`src/inc/dev_ctl_pkg.sv`:
```
package dev_ctl_pkg;

  // bus geometry
  localparam int          CFG_ADDR_W         = 12;
  localparam int          DATA_W             = 32;
  localparam int          STRB_W             = DATA_W / 8;
  localparam logic [11:0] DEV_CTL_STS_OFFSET = 12'h0c8;

  // axi response codes
  localparam logic [1:0]  RESP_OKAY          = 2'h0;
  localparam logic [1:0]  RESP_SLVERR        = 2'h2;

  // byte lanes of the combined word
  localparam int          LANE_CTL_LO        = 0;
  localparam int          LANE_CTL_HI        = 1;
  localparam int          LANE_STS_LO        = 2;

  // control half-word fields
  localparam int          NUM_ERR            = 4;
  localparam int          CTL_ERR_EN_LSB     = 0;
  localparam int          CTL_RELAXED_ORD    = 4;
  localparam int          CTL_PAYLOAD_LSB    = 5;
  localparam int          CTL_PAYLOAD_MSB    = 7;
  localparam int          CTL_EXT_TAG        = 8;
  localparam int          CTL_PHANTOM        = 9;
  localparam int          CTL_AUX_PM         = 10;
  localparam int          CTL_NO_SNOOP       = 11;
  localparam int          CTL_RD_REQ_LSB     = 12;
  localparam int          CTL_RD_REQ_MSB     = 14;

  // status half-word fields
  localparam int          STS_ERR_LSB        = 16;
  localparam int          STS_AUX_DET        = 20;
  localparam int          STS_TRANS_PEND     = 21;

  // error index order inside the four-bit vectors
  localparam int          ERR_CORR           = 0;
  localparam int          ERR_NONFATAL       = 1;
  localparam int          ERR_FATAL          = 2;
  localparam int          ERR_UNSUP          = 3;

  // payload size codes
  localparam logic [2:0]  PAYLOAD_128        = 3'h0;
  localparam logic [2:0]  PAYLOAD_256        = 3'h1;
  localparam logic [2:0]  PAYLOAD_512        = 3'h2;

  // reset values
  localparam logic [2:0]  PAYLOAD_RESET      = PAYLOAD_128;
  localparam logic [3:0]  ERR_EN_RESET       = 4'h0;
  localparam logic [3:0]  ERR_DET_RESET      = 4'h0;
  localparam logic        AUX_PM_RESET       = 1'b0;
  localparam logic        AUX_DET_RESET      = 1'b1;

  // write channel states, gray along idle -> half -> resp
  typedef enum logic [1:0] {
    WR_IDLE      = 2'b00,
    WR_HAVE_ADDR = 2'b01,
    WR_RESP      = 2'b11,
    WR_HAVE_DATA = 2'b10
  } wr_state_e;

  // read channel states
  typedef enum logic {
    RD_IDLE = 1'b0,
    RD_RESP = 1'b1
  } rd_state_e;

endpackage

```
`src/hdl/dev_ctl_status.sv`:
```
// Notes on behaviour
// - bit 0 correctable reporting enable, reset 0
// - bit 1 non-fatal reporting enable, reset 0
// - bit 2 fatal reporting enable, reset 0
// - bit 3 unsupported request enable, reset 0
// - bit 4 relaxed ordering reads zero
// - bits 7:5 payload size, reset 000b
// - oversized payload write stores supported maximum
// - codes 128/256/512 bytes, maximum 512
// - bits 8, 9 no effect, read zero
// - bit 10 aux power enable, reset 0
// - bit 11 no-snoop reads zero
// - bits 14:12 hardwired zero, writes ignored
// - bit 16 correctable detected, write-one clears
// - bit 17 non-fatal detected, write-one clears
// - bit 18 fatal detected, write-one clears
// - bit 19 unsupported detected, write-one clears
// - flags record errors regardless of enables
// - bit 20 aux power present, reset 1
// - bit 21 transactions pending hardwired zero
`timescale 1ns/1ps
`default_nettype none

module dev_ctl_status
  import dev_ctl_pkg::*;
#(
  parameter logic [2:0] MAX_PAYLOAD_SUPPORTED = PAYLOAD_512
) (
  // clock and reset
  input  wire logic                  ref_clk,
  input  wire logic                  nrst,

  // axi4-lite write address channel
  input  wire logic [CFG_ADDR_W-1:0] s_axi_awaddr,
  input  wire logic [2:0]            s_axi_awprot,
  input  wire logic                  s_axi_awvalid,
  output logic                       s_axi_awready,

  // axi4-lite write data channel
  input  wire logic [DATA_W-1:0]     s_axi_wdata,
  input  wire logic [STRB_W-1:0]     s_axi_wstrb,
  input  wire logic                  s_axi_wvalid,
  output logic                       s_axi_wready,

  // axi4-lite write response channel
  output logic [1:0]                 s_axi_bresp,
  output logic                       s_axi_bvalid,
  input  wire logic                  s_axi_bready,

  // axi4-lite read address channel
  input  wire logic [CFG_ADDR_W-1:0] s_axi_araddr,
  input  wire logic [2:0]            s_axi_arprot,
  input  wire logic                  s_axi_arvalid,
  output logic                       s_axi_arready,

  // axi4-lite read data channel
  output logic [DATA_W-1:0]          s_axi_rdata,
  output logic [1:0]                 s_axi_rresp,
  output logic                       s_axi_rvalid,
  input  wire logic                  s_axi_rready,

  // one-cycle error events from the port logic
  input  wire logic                  corrErrEvent,
  input  wire logic                  nonFatalErrEvent,
  input  wire logic                  fatalErrEvent,
  input  wire logic                  unsupReqEvent,

  // auxiliary power sense pin
  input  wire logic                  auxPowerPin,

  // message requests to the message generator
  output logic                       corrMsgReq,
  output logic                       nonFatalMsgReq,
  output logic                       fatalMsgReq,
  output logic                       unsupMsgReq,

  // settings for the rest of the port
  output logic [2:0]                 maxPayloadSize,
  output logic                       auxPmEnable,
  output logic [NUM_ERR-1:0]         errReportEnable,
  output logic [NUM_ERR-1:0]         errDetected,
  output logic                       auxPowerPresent
);

  // write path state
  wr_state_e                 wrState;
  wr_state_e                 next_wrState;
  logic [CFG_ADDR_W-1:0]     wrAddr;
  logic [DATA_W-1:0]         wrData;
  logic [STRB_W-1:0]         wrStrb;
  logic                      awTake;
  logic                      wTake;
  logic [CFG_ADDR_W-1:0]     effAddr;
  logic [DATA_W-1:0]         effData;
  logic [STRB_W-1:0]         effStrb;
  logic                      doWrite;
  logic                      wrHit;

  // read path state
  rd_state_e                 rdState;
  logic                      arTake;
  logic                      rdHit;
  logic [DATA_W-1:0]         readWord;

  // error handling
  logic [NUM_ERR-1:0]        errEvent;
  logic [NUM_ERR-1:0]        errClear;
  logic [NUM_ERR-1:0]        msgReq;

  // protection bits carry no meaning here
  logic                      unusedProt;
  assign unusedProt = ^{s_axi_awprot, s_axi_arprot};

  // word-aligned address match
  function automatic logic addrHit(input logic [CFG_ADDR_W-1:0] a);
    return a[CFG_ADDR_W-1:2] == DEV_CTL_STS_OFFSET[CFG_ADDR_W-1:2];
  endfunction

  // limit a written payload code to the supported one
  function automatic logic [2:0] clampPayload(input logic [2:0] code);
    return (code > MAX_PAYLOAD_SUPPORTED) ? MAX_PAYLOAD_SUPPORTED : code;
  endfunction

  // ---------------------------------------------------------------
  // write channel handshake
  // ---------------------------------------------------------------

  // each half is accepted once while no response is pending
  assign s_axi_awready = (wrState == WR_IDLE) || (wrState == WR_HAVE_DATA);
  assign s_axi_wready  = (wrState == WR_IDLE) || (wrState == WR_HAVE_ADDR);
  assign awTake        = s_axi_awvalid && s_axi_awready;
  assign wTake         = s_axi_wvalid && s_axi_wready;
  assign s_axi_bvalid  = (wrState == WR_RESP);

  // next write state from the two halves
  always_comb begin
    next_wrState = wrState;
    case (wrState)
      WR_IDLE: begin
        if (awTake && wTake) begin
          next_wrState = WR_RESP;
        end else if (awTake) begin
          next_wrState = WR_HAVE_ADDR;
        end else if (wTake) begin
          next_wrState = WR_HAVE_DATA;
        end
      end
      WR_HAVE_ADDR: begin
        if (wTake) begin
          next_wrState = WR_RESP;
        end
      end
      WR_HAVE_DATA: begin
        if (awTake) begin
          next_wrState = WR_RESP;
        end
      end
      WR_RESP: begin
        if (s_axi_bready) begin
          next_wrState = WR_IDLE;
        end
      end
      default: begin
        next_wrState = WR_IDLE;
      end
    endcase
  end

  // write state register
  always_ff @(posedge ref_clk or negedge nrst) begin
    if (!nrst) begin
      wrState <= WR_IDLE;
    end else begin
      wrState <= next_wrState;
    end
  end

  // hold whichever half arrived first
  always_ff @(posedge ref_clk or negedge nrst) begin
    if (!nrst) begin
      wrAddr <= '0;
      wrData <= '0;
      wrStrb <= '0;
    end else begin
      if (awTake) begin
        wrAddr <= s_axi_awaddr;
      end
      if (wTake) begin
        wrData <= s_axi_wdata;
        wrStrb <= s_axi_wstrb;
      end
    end
  end

  // the write lands on the edge that completes both halves
  assign effAddr = awTake ? s_axi_awaddr : wrAddr;
  assign effData = wTake ? s_axi_wdata : wrData;
  assign effStrb = wTake ? s_axi_wstrb : wrStrb;
  assign doWrite = (next_wrState == WR_RESP) && (wrState != WR_RESP);
  assign wrHit   = addrHit(effAddr);

  // write response code, unmapped words answer slverr
  always_ff @(posedge ref_clk or negedge nrst) begin
    if (!nrst) begin
      s_axi_bresp <= RESP_OKAY;
    end else if (doWrite) begin
      s_axi_bresp <= wrHit ? RESP_OKAY : RESP_SLVERR;
    end
  end

  // ---------------------------------------------------------------
  // control half-word
  // ---------------------------------------------------------------

  // reporting enables, one per error class
  always_ff @(posedge ref_clk or negedge nrst) begin
    if (!nrst) begin
      errReportEnable <= ERR_EN_RESET;
    end else if (doWrite && wrHit && effStrb[LANE_CTL_LO]) begin
      errReportEnable <=
        effData[CTL_ERR_EN_LSB +: NUM_ERR];
    end
  end

  // payload size with clamping on write
  always_ff @(posedge ref_clk or negedge nrst) begin
    if (!nrst) begin
      maxPayloadSize <= PAYLOAD_RESET;
    end else if (doWrite && wrHit && effStrb[LANE_CTL_LO]) begin
      maxPayloadSize <=
        clampPayload(effData[CTL_PAYLOAD_MSB:CTL_PAYLOAD_LSB]);
    end
  end

  // aux power enable; lane 1 also covers tag and phantom bits
  always_ff @(posedge ref_clk or negedge nrst) begin
    if (!nrst) begin
      auxPmEnable <= AUX_PM_RESET;
    end else if (doWrite && wrHit && effStrb[LANE_CTL_HI]) begin
      auxPmEnable <= effData[CTL_AUX_PM];
    end
  end

  // ---------------------------------------------------------------
  // status half-word
  // ---------------------------------------------------------------

  assign errEvent[ERR_CORR]     = corrErrEvent;
  assign errEvent[ERR_NONFATAL] = nonFatalErrEvent;
  assign errEvent[ERR_FATAL]    = fatalErrEvent;
  assign errEvent[ERR_UNSUP]    = unsupReqEvent;

  // write-one-to-clear strobe per flag
  always_comb begin
    errClear = '0;
    if (doWrite && wrHit && effStrb[LANE_STS_LO]) begin
      errClear = effData[STS_ERR_LSB +: NUM_ERR];
    end
  end

  // sticky flags and message requests, one slice per error class
  genvar gi;
  generate
    for (gi = 0; gi < NUM_ERR; gi++) begin : g_err
      // a fresh error beats a clear in the same cycle
      always_ff @(posedge ref_clk or negedge nrst) begin
        if (!nrst) begin
          errDetected[gi] <= ERR_DET_RESET[gi];
        end else if (errEvent[gi]) begin
          errDetected[gi] <= 1'b1;
        end else if (errClear[gi]) begin
          errDetected[gi] <= 1'b0;
        end
      end

      // request a message only while reporting is enabled
      always_ff @(posedge ref_clk or negedge nrst) begin
        if (!nrst) begin
          msgReq[gi] <= 1'b0;
        end else begin
          msgReq[gi] <= errEvent[gi] && errReportEnable[gi];
        end
      end
    end
  endgenerate

  assign corrMsgReq     = msgReq[ERR_CORR];
  assign nonFatalMsgReq = msgReq[ERR_NONFATAL];
  assign fatalMsgReq    = msgReq[ERR_FATAL];
  assign unsupMsgReq    = msgReq[ERR_UNSUP];

  // aux power sense, settled before it is shown
  pin_sync3 #(
    .INIT     (AUX_DET_RESET)
  ) u_aux_sync (
    .ref_clk  (ref_clk),
    .nrst     (nrst),
    .pinIn    (auxPowerPin),
    .levelOut (auxPowerPresent)
  );

  // ---------------------------------------------------------------
  // read path
  // ---------------------------------------------------------------

  // assemble the combined word; unlisted bits stay zero
  always_comb begin
    readWord = '0;
    readWord[CTL_ERR_EN_LSB +: NUM_ERR] = errReportEnable;
    readWord[CTL_RELAXED_ORD] = 1'b0;
    readWord[CTL_PAYLOAD_MSB:CTL_PAYLOAD_LSB] = maxPayloadSize;
    readWord[CTL_EXT_TAG] = 1'b0;
    readWord[CTL_PHANTOM] = 1'b0;
    readWord[CTL_AUX_PM] = auxPmEnable;
    readWord[CTL_NO_SNOOP] = 1'b0;
    readWord[CTL_RD_REQ_MSB:CTL_RD_REQ_LSB] = 3'h0;
    readWord[STS_ERR_LSB +: NUM_ERR] = errDetected;
    readWord[STS_AUX_DET] = auxPowerPresent;
    readWord[STS_TRANS_PEND] = 1'b0;
  end

  // one read at a time
  assign s_axi_arready = (rdState == RD_IDLE);
  assign arTake        = s_axi_arvalid && s_axi_arready;
  assign s_axi_rvalid  = (rdState == RD_RESP);
  assign rdHit         = addrHit(s_axi_araddr);

  // read state machine
  always_ff @(posedge ref_clk or negedge nrst) begin
    if (!nrst) begin
      rdState <= RD_IDLE;
    end else begin
      case (rdState)
        RD_IDLE: begin
          if (arTake) begin
            rdState <= RD_RESP;
          end
        end
        RD_RESP: begin
          if (s_axi_rready) begin
            rdState <= RD_IDLE;
          end
        end
        default: begin
          rdState <= RD_IDLE;
        end
      endcase
    end
  end

  // capture read data and code at the address edge
  always_ff @(posedge ref_clk or negedge nrst) begin
    if (!nrst) begin
      s_axi_rdata <= '0;
      s_axi_rresp <= RESP_OKAY;
    end else if (arTake) begin
      s_axi_rdata <= rdHit ? readWord : '0;
      s_axi_rresp <= rdHit ? RESP_OKAY : RESP_SLVERR;
    end
  end

endmodule // dev_ctl_status

`default_nettype wire

```
`src/hdl/pin_sync3.sv`:
```
`timescale 1ns/1ps
`default_nettype none

module pin_sync3 #(
  parameter logic INIT = 1'b0
) (
  // clock and reset
  input  wire logic ref_clk,
  input  wire logic nrst,
  // asynchronous level in
  input  wire logic pinIn,
  // settled level out
  output logic      levelOut
);

  logic stage1;
  logic stage2;
  logic stage3;

  // three-stage chain; stage1 feeds only stage2
  always_ff @(posedge ref_clk or negedge nrst) begin
    if (!nrst) begin
      stage1 <= INIT;
      stage2 <= INIT;
      stage3 <= INIT;
    end else begin
      stage1 <= pinIn;
      stage2 <= stage1;
      stage3 <= stage2;
    end
  end

  // accept a change only when the late stages agree
  always_ff @(posedge ref_clk or negedge nrst) begin
    if (!nrst) begin
      levelOut <= INIT;
    end else if (stage2 == stage3) begin
      levelOut <= stage3;
    end
  end

endmodule // pin_sync3

`default_nettype wire

```
`config.mk`:
```
export PLATFORM = sky130hd
export DESIGN_NAME = dev_ctl_status
export DESIGN_NICKNAME = d
export VERILOG_FILES = /design/src/inc/dev_ctl_pkg.sv /design/src/hdl/dev_ctl_status.sv /design/src/hdl/pin_sync3.sv
export SDC_FILE = /design/constraint.sdc
export NUM_CORES = 1
export LEC_CHECK = 0
export BUFFER_PORTS_ARGS = -buffer_cell sky130_fd_sc_hd__clkbuf_2
export CORE_UTILIZATION = 49
export DETAILED_ROUTE_END_ITERATION = 12
export GPL_TIMING_DRIVEN = 0
export MAX_ROUTING_LAYER = met4
export PLACE_DENSITY = 0.85
export SLEW_MARGIN = 20
export SYNTH_ARGS = -nofsm -noshare
export SYNTH_HDL_FRONTEND = slang
export SYNTH_SLANG_ARGS = --single-unit
export TNS_END_PERCENT = 50
```
`constraint.sdc`:
```
create_clock -name ref_clk -period 5.6 [get_ports ref_clk]
set_clock_uncertainty 0.05 [all_clocks]
set_input_delay 0.56 -clock ref_clk [delete_from_list [all_inputs] [get_ports ref_clk]]
set_output_delay 0.56 -clock ref_clk [all_outputs]
set_load 0.005 [all_outputs]
```
# After elaboration in Yosys (flattened, before gate mapping)
# Index checks and enable logic that the tools add are counted.
[word_totals] latch_bits=0 mem_bits_rw=0 inputBits=78 wordCells=81 out_inout_bits=58 n_memories=0 mem_bits_ro=0 regBits=94
[op_classes] n_reduce_logical=20 multipliers=0 n_lt_le_gt_ge=1 eq_ne=8 add_sub_neg=0 n_shift=0 muxes=26 n_bitwise=1 n_div=0
[ops] cell="$mux 21" n=1
[ops] cell="$eq 10x6->1 const B" n=2
[ops] cell="$mux 20" n=1
[ops] cell="$mux 2" n=8
[ops] cell="$logic_and 1x1->1" n=13
[ops] cell="$mux 12" n=1
[ops] cell="$mux 1" n=10
[ops] cell="$pmux 2 s4" n=1
[ops] cell="$reduce_bool 2->1" n=4
[ops] cell="$eq 2x2->1 const B" n=3
[ops] cell="$mux 3" n=2
[ops] cell="$mux 4" n=1
[ops] cell="$gt 3x2->1 const B" n=1
[ops] cell="$eq 2x1->1 const B" n=1
[ops] cell="$logic_not 2->1" n=1
[ops] cell="$logic_or 1x1->1" n=2
[ops] cell="$ne 2x2->1 const B" n=1
[ops] cell="$pmux 1 s2" n=1
[ops] cell="$eq 1x1->1" n=1
[ops] cell="$not 1->1" n=1

# Logic depth before layout (Yosys ltp)
# Gate-level depths: netlist of the first run.
[logic_depth] depth_word=14 depth_mapped=7 ltp_nobuf=5

# Modules after synthesis
# From an unflattened synthesis of the first run, not the netlist that was laid out.
[unflattened] hier_cells=218 area_unflattened_um2=2650.0
[modules_own_cells] module="dev_ctl_status" seq_area_each_um2=1476.4 instances=1 area_each_um2=2533.7 cells_each=213
[modules_own_cells] module="pin_sync3" seq_area_each_um2=105.1 instances=1 area_each_um2=116.4 cells_each=5

# Worst setup path after synthesis of the first run
# Ideal clock, no wire load.
[synth_timing] path_kind="input -> register" start="input port s_axi_awaddr[5]" end="register errReportEnable[0]" path_stages=5 setup_slack_ps=3461 arrival_ps=1964 required_ps=5425 setup_ps=125 path_buffers=0 path_cell_list="or3b_4 -> nor4_4 -> o22ai_2 -> nor3b_4 -> mux2_4"
[synth_via] elab_chain_cells=4
[synth_lines] item="from (decl)" line_no="dev_ctl_status.sv:34" source="input wire logic [CFG_ADDR_W-1:0] s_axi_awaddr,"
[synth_lines] item="$mux 12"
[synth_lines] item="$eq 10x6->1" line_no="dev_ctl_status.sv:116" source="return a[CFG_ADDR_W-1:2] == DEV_CTL_STS_OFFSET[CFG_ADDR_W-1:2];"
[synth_lines] item="$logic_and 1x1->1 (2 in series)" line_no="dev_ctl_status.sv:219" source="end else if (doWrite && wrHit && effStrb[LANE_CTL_LO]) begin"
[synth_lines] item="to (signal assigned)" line_no="dev_ctl_status.sv:220" source="errReportEnable <="
[synth_lines] item="to (decl)" line_no="dev_ctl_status.sv:80" source="output logic [NUM_ERR-1:0] errReportEnable,"
# No other way between the ends.
# A chain may end at the register's enable or synchronous reset.

# Worst setup path after layout of the first run
[layout_timing] start="register wrState[1]" end="register errReportEnable[3]"
[layout_via] elab_chain_cells=11 elab_cells_between_ends=25 cone_classes="eq/ne (6); mux (10); reduce/logical (9)"
[layout_lines] item="from (decl)" line_no="dev_ctl_status.sv:86" source="wr_state_e wrState;"
[layout_lines] item="from (signal assigned)" line_no="dev_ctl_status.sv:174" source="wrState <= next_wrState;"
[layout_lines] item="$eq 2x1->1 / $logic_not 2->1 (equally long branches)" line_no="dev_ctl_status.sv:130, dev_ctl_status.sv:138, dev_ctl_status.sv:129"
[layout_lines] item="$logic_or 1x1->1" line_no="dev_ctl_status.sv:130" source="assign s_axi_wready = (wrState == WR_IDLE) || (wrState == WR_HAVE_ADDR);"
[layout_lines] item="$logic_and 1x1->1" line_no="dev_ctl_status.sv:132" source="assign wTake = s_axi_wvalid && s_axi_wready;"
[layout_lines] item="$mux 2" line_no="dev_ctl_status.sv:144" source="end else if (wTake) begin"
[layout_lines] item="$mux 2" line_no="dev_ctl_status.sv:142" source="end else if (awTake) begin"
[layout_lines] item="$mux 2" line_no="dev_ctl_status.sv:140" source="if (awTake && wTake) begin"
[layout_lines] item="$pmux 2 s4" line_no="dev_ctl_status.sv:138" source="case (wrState)"
[layout_lines] item="$eq 2x2->1" line_no="dev_ctl_status.sv:199" source="assign doWrite = (next_wrState == WR_RESP) && (wrState != WR_RESP);"
[layout_lines] item="$logic_and 1x1->1" line_no="dev_ctl_status.sv:199"
[layout_lines] item="$logic_and 1x1->1 (2 in series)" line_no="dev_ctl_status.sv:219"
# Parallel ways exist; a longest one is shown, timed or not.

==> impl_metrics.py, run 1 <==
metrics = {
    "yosys": {
        "synthAdderAreaFrac": 0.003777,
        "synthXorXnorAreaFrac": 0,
        "syn_area_per_cell_um2": 12.16,
        "ys_warn_count": 0,
        "synth_cell_types": 37,
        "ys_seq_area_frac": 0.5968,
        "synth_edf_count": 0,
        "ys.flop_type": "dfrtp_1",
        "syn-instance-count": 218,
        "yosys.area_share.simple": 0.1393,
        "synthMuxAreaShare": 0.1015,
        "ys_ff_latch": 63,
        "syn_area_um2": 2650,
        "synth-compound-area-share": 0.07413,
        "postSynth.asyncResetShare": 1.000,
        "synth_top_family_by_area": "simple AND/OR/NAND/NOR gates",
    },
    "global_route": {
        "grt_start_max_net_pins": 37,
        "grt_first_pass_wirelength_um": 8549,
        "grt_util_all_layers": 0.2150,
        "grt_pass1_vias": 1818,
        "grt_overflow_total": 0,
        "antenna_found_initial": 0,
    },
    "cts": {
        "clock_sinks": 63,
        "cts_tree": "built",
        "cts_buffers": 9,
        "hold_buffers": 0,
        "clockBufferDepth": 2,
        "post_cts_buffers": 0,
        "clk_latency_ns": 0.33,
        "h-tree-depth": 3,
        "cts_root_buf": "clkbuf_8",
        "postCtsResizedCells": 0,
        "clk_pin_slew_ns": 0.07,
    },
    "routing": {
        "wl_um": 5510,
        "wl_per_cell_um": 13.50,
        "drc": 0,
        "vias": 1944,
        "ant_nets": 0,
        "first_iter_violations": 160,
        "dr.pass1.iters": 4,
        "via_per_inst": 4.765,
    },
    "min_path": {
        "hp-class": "in -> async",
    },
    "die": {
        "fp-row-count": 26,
        "start_util": 0.5123,
        "die-height_um": 75.54,
        "die_x_um": 75.54,
        "dieArea_um2": 5706,
        "ios": 136,
        "core_area_um2": 5172,
    },
    "sta": {
        "worst_pin_slew_ns": 0.5677,
        "hold_violations": 0,
        "timing.final.max_slew_violations": 0,
        "finalCriticalPeriod_ns": 2.181,
        "slew_headroom": 0.6211,
        "fin_ws_ns": 3.419,
        "finalSetupViolCount": 0,
        "tns_ns": 0,
        "min_period_over_period": 0.3895,
        "fmax_mhz": 458.5,
        "finalHoldWorstSlack_ns": 0.1222,
        "rsz0062_at_grt": "false",
    },
    "critical_path": {
        "crit_start": "wrState[1]$_DFF_PN0_",
        "worst_r2r_endpoint": "errReportEnable[3]$_DFFE_PN0P_",
        "setup.worst_path.end_class": "register",
        "worstPathMaxFanout": 9,
        "reg2reg_slack_ns": 3.42,
        "cp-start-kind": "register",
        "r2r-start": "wrState[1]$_DFF_PN0_",
        "critical_path_class": "reg -> reg",
        "critPathRequiredTime_ns": 5.76,
        "crit_path_end": "errReportEnable[3]$_DFFE_PN0P_",
        "reg2reg_depth": 6,
        "critPathArrivalTime_ns": 2.34,
    },
    "cells_and_area": {
        "fillers": 402,
        "area_delta_synth_final_pct": 29.84,
        "drive_above_1_share": 0.4467,
        "antenna_cells": 0,
        "final_nets": 411,
    },
    "pwr": {
        "p_total_mw": 1.272,
        "power.density_nw_per_um2": 369.7,
        "total_leakage_power_nw": 1.838,
        "vdd_drop_max_mv": 0.2826,
    },
    "place": {
        "place.gp.congestion": 0.8280,
        "place_hpwl_um": 4037,
        "port_buffers": 83,
        "dp_worst_setup_slack_ns": 3.142,
    },
    "flow_run": {
        "cap_violations": 0,
    },
    "run_status": {
        "status": "complete, no violations",
    },
}
how the worst min path moves through the flow:
stage / startpoint / end / cells after the start
after floorplan: nrst / auxPmEnable$_DFFE_PN0P_ / 0
after global placement: u_aux_sync.stage1$_DFF_PN1_ / u_aux_sync.stage2$_DFF_PN1_ / 0
after detailed placement: u_aux_sync.stage1$_DFF_PN1_ / u_aux_sync.stage2$_DFF_PN1_ / 0
after CTS: nrst / s_axi_rdata[5]$_DFFE_PN0P_ / 1
after global routing: nrst / s_axi_rdata[6]$_DFFE_PN0P_ / 1
final: nrst / s_axi_rdata[5]$_DFFE_PN0P_ / 1
power by group:
part	switching [mW]	internal [mW]	total, mW
Combinational	0.139	0.138	0.277
Sequential	0.0505	0.561	0.612
Clock	0.167	0.216	0.383
state kept, by name (all words and copies together) (netlist names), 2 cells and up:
| name | cells |
|---|---|
| errDetected | 4 |
| errReportEnable | 4 |
| maxPayloadSize | 3 |
| s_axi_rdata | 13 |
| wrAddr | 10 |
| wrData | 12 |
| wrState | 2 |
| wrStrb | 3 |
per-stage QoR:
stage                     cell area (um^2)  instances  utilization
final                                 3441        408       0.6652
after global placement                3228        391       0.6241
after global routing                  3441        408       0.6652
after CTS                             3441        408       0.6652
after floorplan                       2725        238            -
after detailed placement              3251        392       0.6284
worst max-delay path: stages (launching register included):
cell and delay [ns]:
dfrtp_1 0.39, nand2b_1 0.14, buf_2 0.19, o22ai_1 0.22, nand2_1 0.18, nor3b_4 0.55, mux2_4 0.34
layout by cell type (no fill, tap or decap), types with 6 or more instances in the layout:
cell | Yosys | layout
mux2_2 | 15 | 15
nand2_1 | 32 | 32
buf_4 | 21 | 21
dfrtp_1 | 59 | 59
clkbuf_8 | 0 | 10
conb_1 | 1 | 21
clkbuf_1 | 4 | 6
mux2_4 | 6 | 6
inv_1 | 9 | 9
a22o_1 | 13 | 13
clkbuf_2 | 0 | 82
nor2_1 | 10 | 10
layer usage:
metal / vias up / part of all wire / GRT usage
met4: 0 / 0.021 / 0.1070
li1: 930 / - / -
met1: 917 / 0.42 / 0.2452
met3: 14 / 0.068 / 0.05159
met2: 83 / 0.49 / 0.3552
met5: - / 0 / -
cell type report:
| type | instances | area, um^2 | area share |
|---|---|---|---|
| well taps | 70 | 87.58 | 0.02545 |
| clock inverters | 4 | 45.04 | 0.01309 |
| plain buffers | 28 | 186.4 | 0.05418 |
| multi-input cells | 138 | 923.4 | 0.2684 |
| flip-flops and latches | 63 | 1582 | 0.4596 |
| repair buffers | 84 | 437.9 | 0.1273 |
| clock buffers | 12 | 145.1 | 0.04218 |
| inverters | 9 | 33.78 | 0.009818 |
kinds of logic (layout without fill, tap and decap cells):
group	after synthesis	count (layout)
simple gates	68	68
flops	63	63
buf+inv	37	137
compound gates	26	26
mux	22	22
fa+ha+maj	1	1
other cells	1	21
synthesized netlist by cell type, types with 2 or more instances:
library cell   n  share of area
dfstp_2        4          0.040
dfrtp_1       59           0.56
inv_1          9          0.013
a21oi_1        4         0.0076
nor3b_1        2         0.0057
mux2_4         6          0.034
mux2_2        15          0.064
nor3_1         4         0.0076
buf_2          2         0.0038
and2_1         4         0.0094
nand2_1       32          0.045
nor4b_1        2         0.0066
nand2b_1       3         0.0071
nor2b_1        2         0.0047
clkbuf_1       4         0.0057
a31oi_1        4         0.0094
a22o_1        13          0.043
buf_4         21          0.059
nor2_1        10          0.014
Power figures use the tool's default switching activity.
==> run 2, diff against run 1 <==
- CORE_UTILIZATION: 49 -> 45
- PLACE_DENSITY: 0.85 -> 0.79
- clock period: 5.6 -> 2.3 ns (I/O delays scaled with it)
==> run 2 against run 1 <==
Global-route usage shrank 2.4 points. Maximum frequency grew 8.1%. Worst setup slack worse by 3.1 ns. Cell count increased by 1.2%. Via count is 0.77% lower. Die area increased by 8.7%.
==> impl_metrics.py, run 2 (synthesis gave the netlist of run 1 again) <==
metrics = {
    "sta": {
        "tns_ns": 0,
        "finalHoldWorstSlack_ns": 0.04200,
        "rsz0062_at_grt": "false",
        "fmax_mhz": 495.7,
        "hold_violations": 0,
        "finalCriticalPeriod_ns": 2.017,
        "timing.final.max_slew_violations": 0,
        "worst_pin_slew_ns": 0.5162,
        "min_period_over_period": 0.8771,
        "slew_headroom": 0.6559,
        "finalSetupViolCount": 0,
    },
    "cells_and_area": {
        "final_nets": 414,
        "drive_above_1_share": 0.4457,
        "largest_register_ff_count": 13,
        "mostFrequentLayoutCell": "clkbuf_2",
        "antenna_cells": 0,
        "area_delta_synth_final_pct": 31.73,
        "top_register": "s_axi_rdata",
        "fin_cells": 413,
        "final_design_area_no_fill_um2": 3491,
        "layout_common_cells": "82 x clkbuf_2, 59 x dfrtp_1, 32 x nand2_1, 21 x buf_4, 21 x conb_1",
        "largest_registers": "s_axi_rdata (13), wrData (12), wrAddr (10)",
    },
    "die": {
        "die_x_um": 78.74,
        "core_area_um2": 5608,
        "ios": 136,
        "start_util": 0.4726,
        "die-height_um": 78.74,
        "fp-row-count": 27,
        "dieArea_um2": 6200,
    },
    "routing": {
        "ant_nets": 0,
        "via_per_inst": 4.671,
        "drt-met1-wl_um": 2303,
        "wl_per_cell_um": 12.91,
        "first_iter_violations": 102,
        "wl_met3_um": 325,
        "vias": 1929,
        "wl_met2_um": 2630,
        "drc": 0,
        "top_layer": "met4",
        "dr.pass1.iters": 4,
        "wl_um": 5332,
    },
    "global_route": {
        "grt_first_pass_wirelength_um": 8700,
        "grt_util_all_layers": 0.1907,
        "grt_start_max_net_pins": 51,
        "grt_pass1_vias": 1900,
        "grt_overflow_total": 0,
        "antenna_found_initial": 0,
    },
    "pwr": {
        "swShare": 0.2727,
        "p_seq_frac": 0.482,
        "total_leakage_power_nw": 1.858,
        "comb_power_share": 0.218,
        "clockPowerShare": 0.300,
        "switchingPower_uw": 836.4,
        "power.density_nw_per_um2": 878.8,
        "vdd_drop_max_mv": 0.3817,
        "p_int_mw": 2.231,
    },
    "critical_path": {
        "worstPathMaxFanout": 7,
        "critical_path_class": "reg -> reg",
        "setup.worst_path.end_class": "register",
        "cpMaxStageDelayCell": "dfrtp_1",
        "critPathRequiredTime_ns": 2.46,
        "critPathArrivalTime_ns": 2.18,
        "critPathMaxStageDelay_ns": 0.44,
        "critical_path.cell_chain": "nand2b_1, nor3_1, o22ai_2, nor3b_4, buf_12, mux2_4",
        "cp-start-kind": "register",
    },
    "place": {
        "place_hpwl_um": 3991,
        "place.gp.congestion": 0.7559,
        "port_buffers": 83,
        "dpl_cell_area_um2": 3261,
        "dp_cells": 394,
    },
    "cts": {
        "postCtsResizedCells": 0,
        "cts_buffers": 9,
        "clock_sinks": 63,
        "cts_root_buf": "clkbuf_8",
        "clk_pin_slew_ns": 0.07,
        "h-tree-depth": 3,
        "cts_tree": "built",
        "clk_latency_ns": 0.33,
        "clockBufferDepth": 2,
    },
    "min_path": {
        "hp-class": "in -> reg",
    },
    "run_status": {
        "status": "complete, no violations",
    },
    "flow_run": {
        "cap_violations": 0,
    },
}
run 2: final timing paths:
kind	start	to	slack, ns	cells after the start
setup reg to reg	wrState[0]$_DFF_PN0_	errReportEnable[0]$_DFFE_PN0P_	0.28	6
hold reg to reg	u_aux_sync.stage1$_DFF_PN1_	u_aux_sync.stage2$_DFF_PN1_	0.31	0
min in group asynchronous	nrst	s_axi_rdata[16]$_DFFE_PN0P_	0.27	2
max in group asynchronous	nrst	u_aux_sync.levelOut$_DFFE_PN1N_	1.37	3
hold / removal	s_axi_bready	wrState[0]$_DFF_PN0_	0.04	2
setup / recovery	wrState[0]$_DFF_PN0_	errReportEnable[0]$_DFFE_PN0P_	0.28	6
run 2: layer usage:
metal	up-vias	global-route usage
met1	917	0.2302
met4	0	0.08148
met5	-	-
met2	67	0.3035
met3	9	0.04943
li1	936	-
run 2: repair_timing:
item / CTS / global route
buffers inserted: 0 / 1
endpoints found under the hold margin: 14 / 0
setup endpoints to repair: 0 / 6
hold buffers: 2 / 0
run 2: through the flow:
step | setup slack [ns] | util | power (mW)
CTS | 0.1079 | 0.6189 | 3.102
global placement | 0.1485 | 0.5761 | 2.119
detailed placement | 0.1115 | 0.5814 | 2.172
floorplan | 0.3692 | - | 1.944
global route | 0.1513 | 0.6225 | 3.262
finish | 0.2827 | 0.6225 | 3.068
run 2: power by group through the flow:
| stage | clock network [mW] | registers (mW) | logic [mW] |
|---|---|---|---|
| after floorplan | 0 | 1.47 | 0.477 |
| after global placement | 0 | 1.48 | 0.637 |
| after detailed placement | 0 | 1.50 | 0.672 |
| after CTS | 0.947 | 1.48 | 0.675 |
| after global routing | 0.994 | 1.51 | 0.761 |
| final | 0.921 | 1.48 | 0.668 |
run 2: final cells by class:
| cell class | count | area (um^2) |
|---|---|---|
| buffer | 28 | 186.4 |
| clock buffer | 12 | 145.1 |
| clock inverter | 4 | 45.04 |
| fill | 473 | 2117 |
| inverter | 9 | 33.78 |
| multi-input combinational | 138 | 923.4 |
| sequential | 63 | 1582 |
| tap | 72 | 90.09 |
| timing repair buffer | 87 | 485.5 |
run 2: critical path: cells and delay by family (launching register included):
kind	cells	cell delay [ns]
buf+inv	1	0.16
simple gates	3	0.75
mux	1	0.30
flops	1	0.44
compound gates	1	0.20
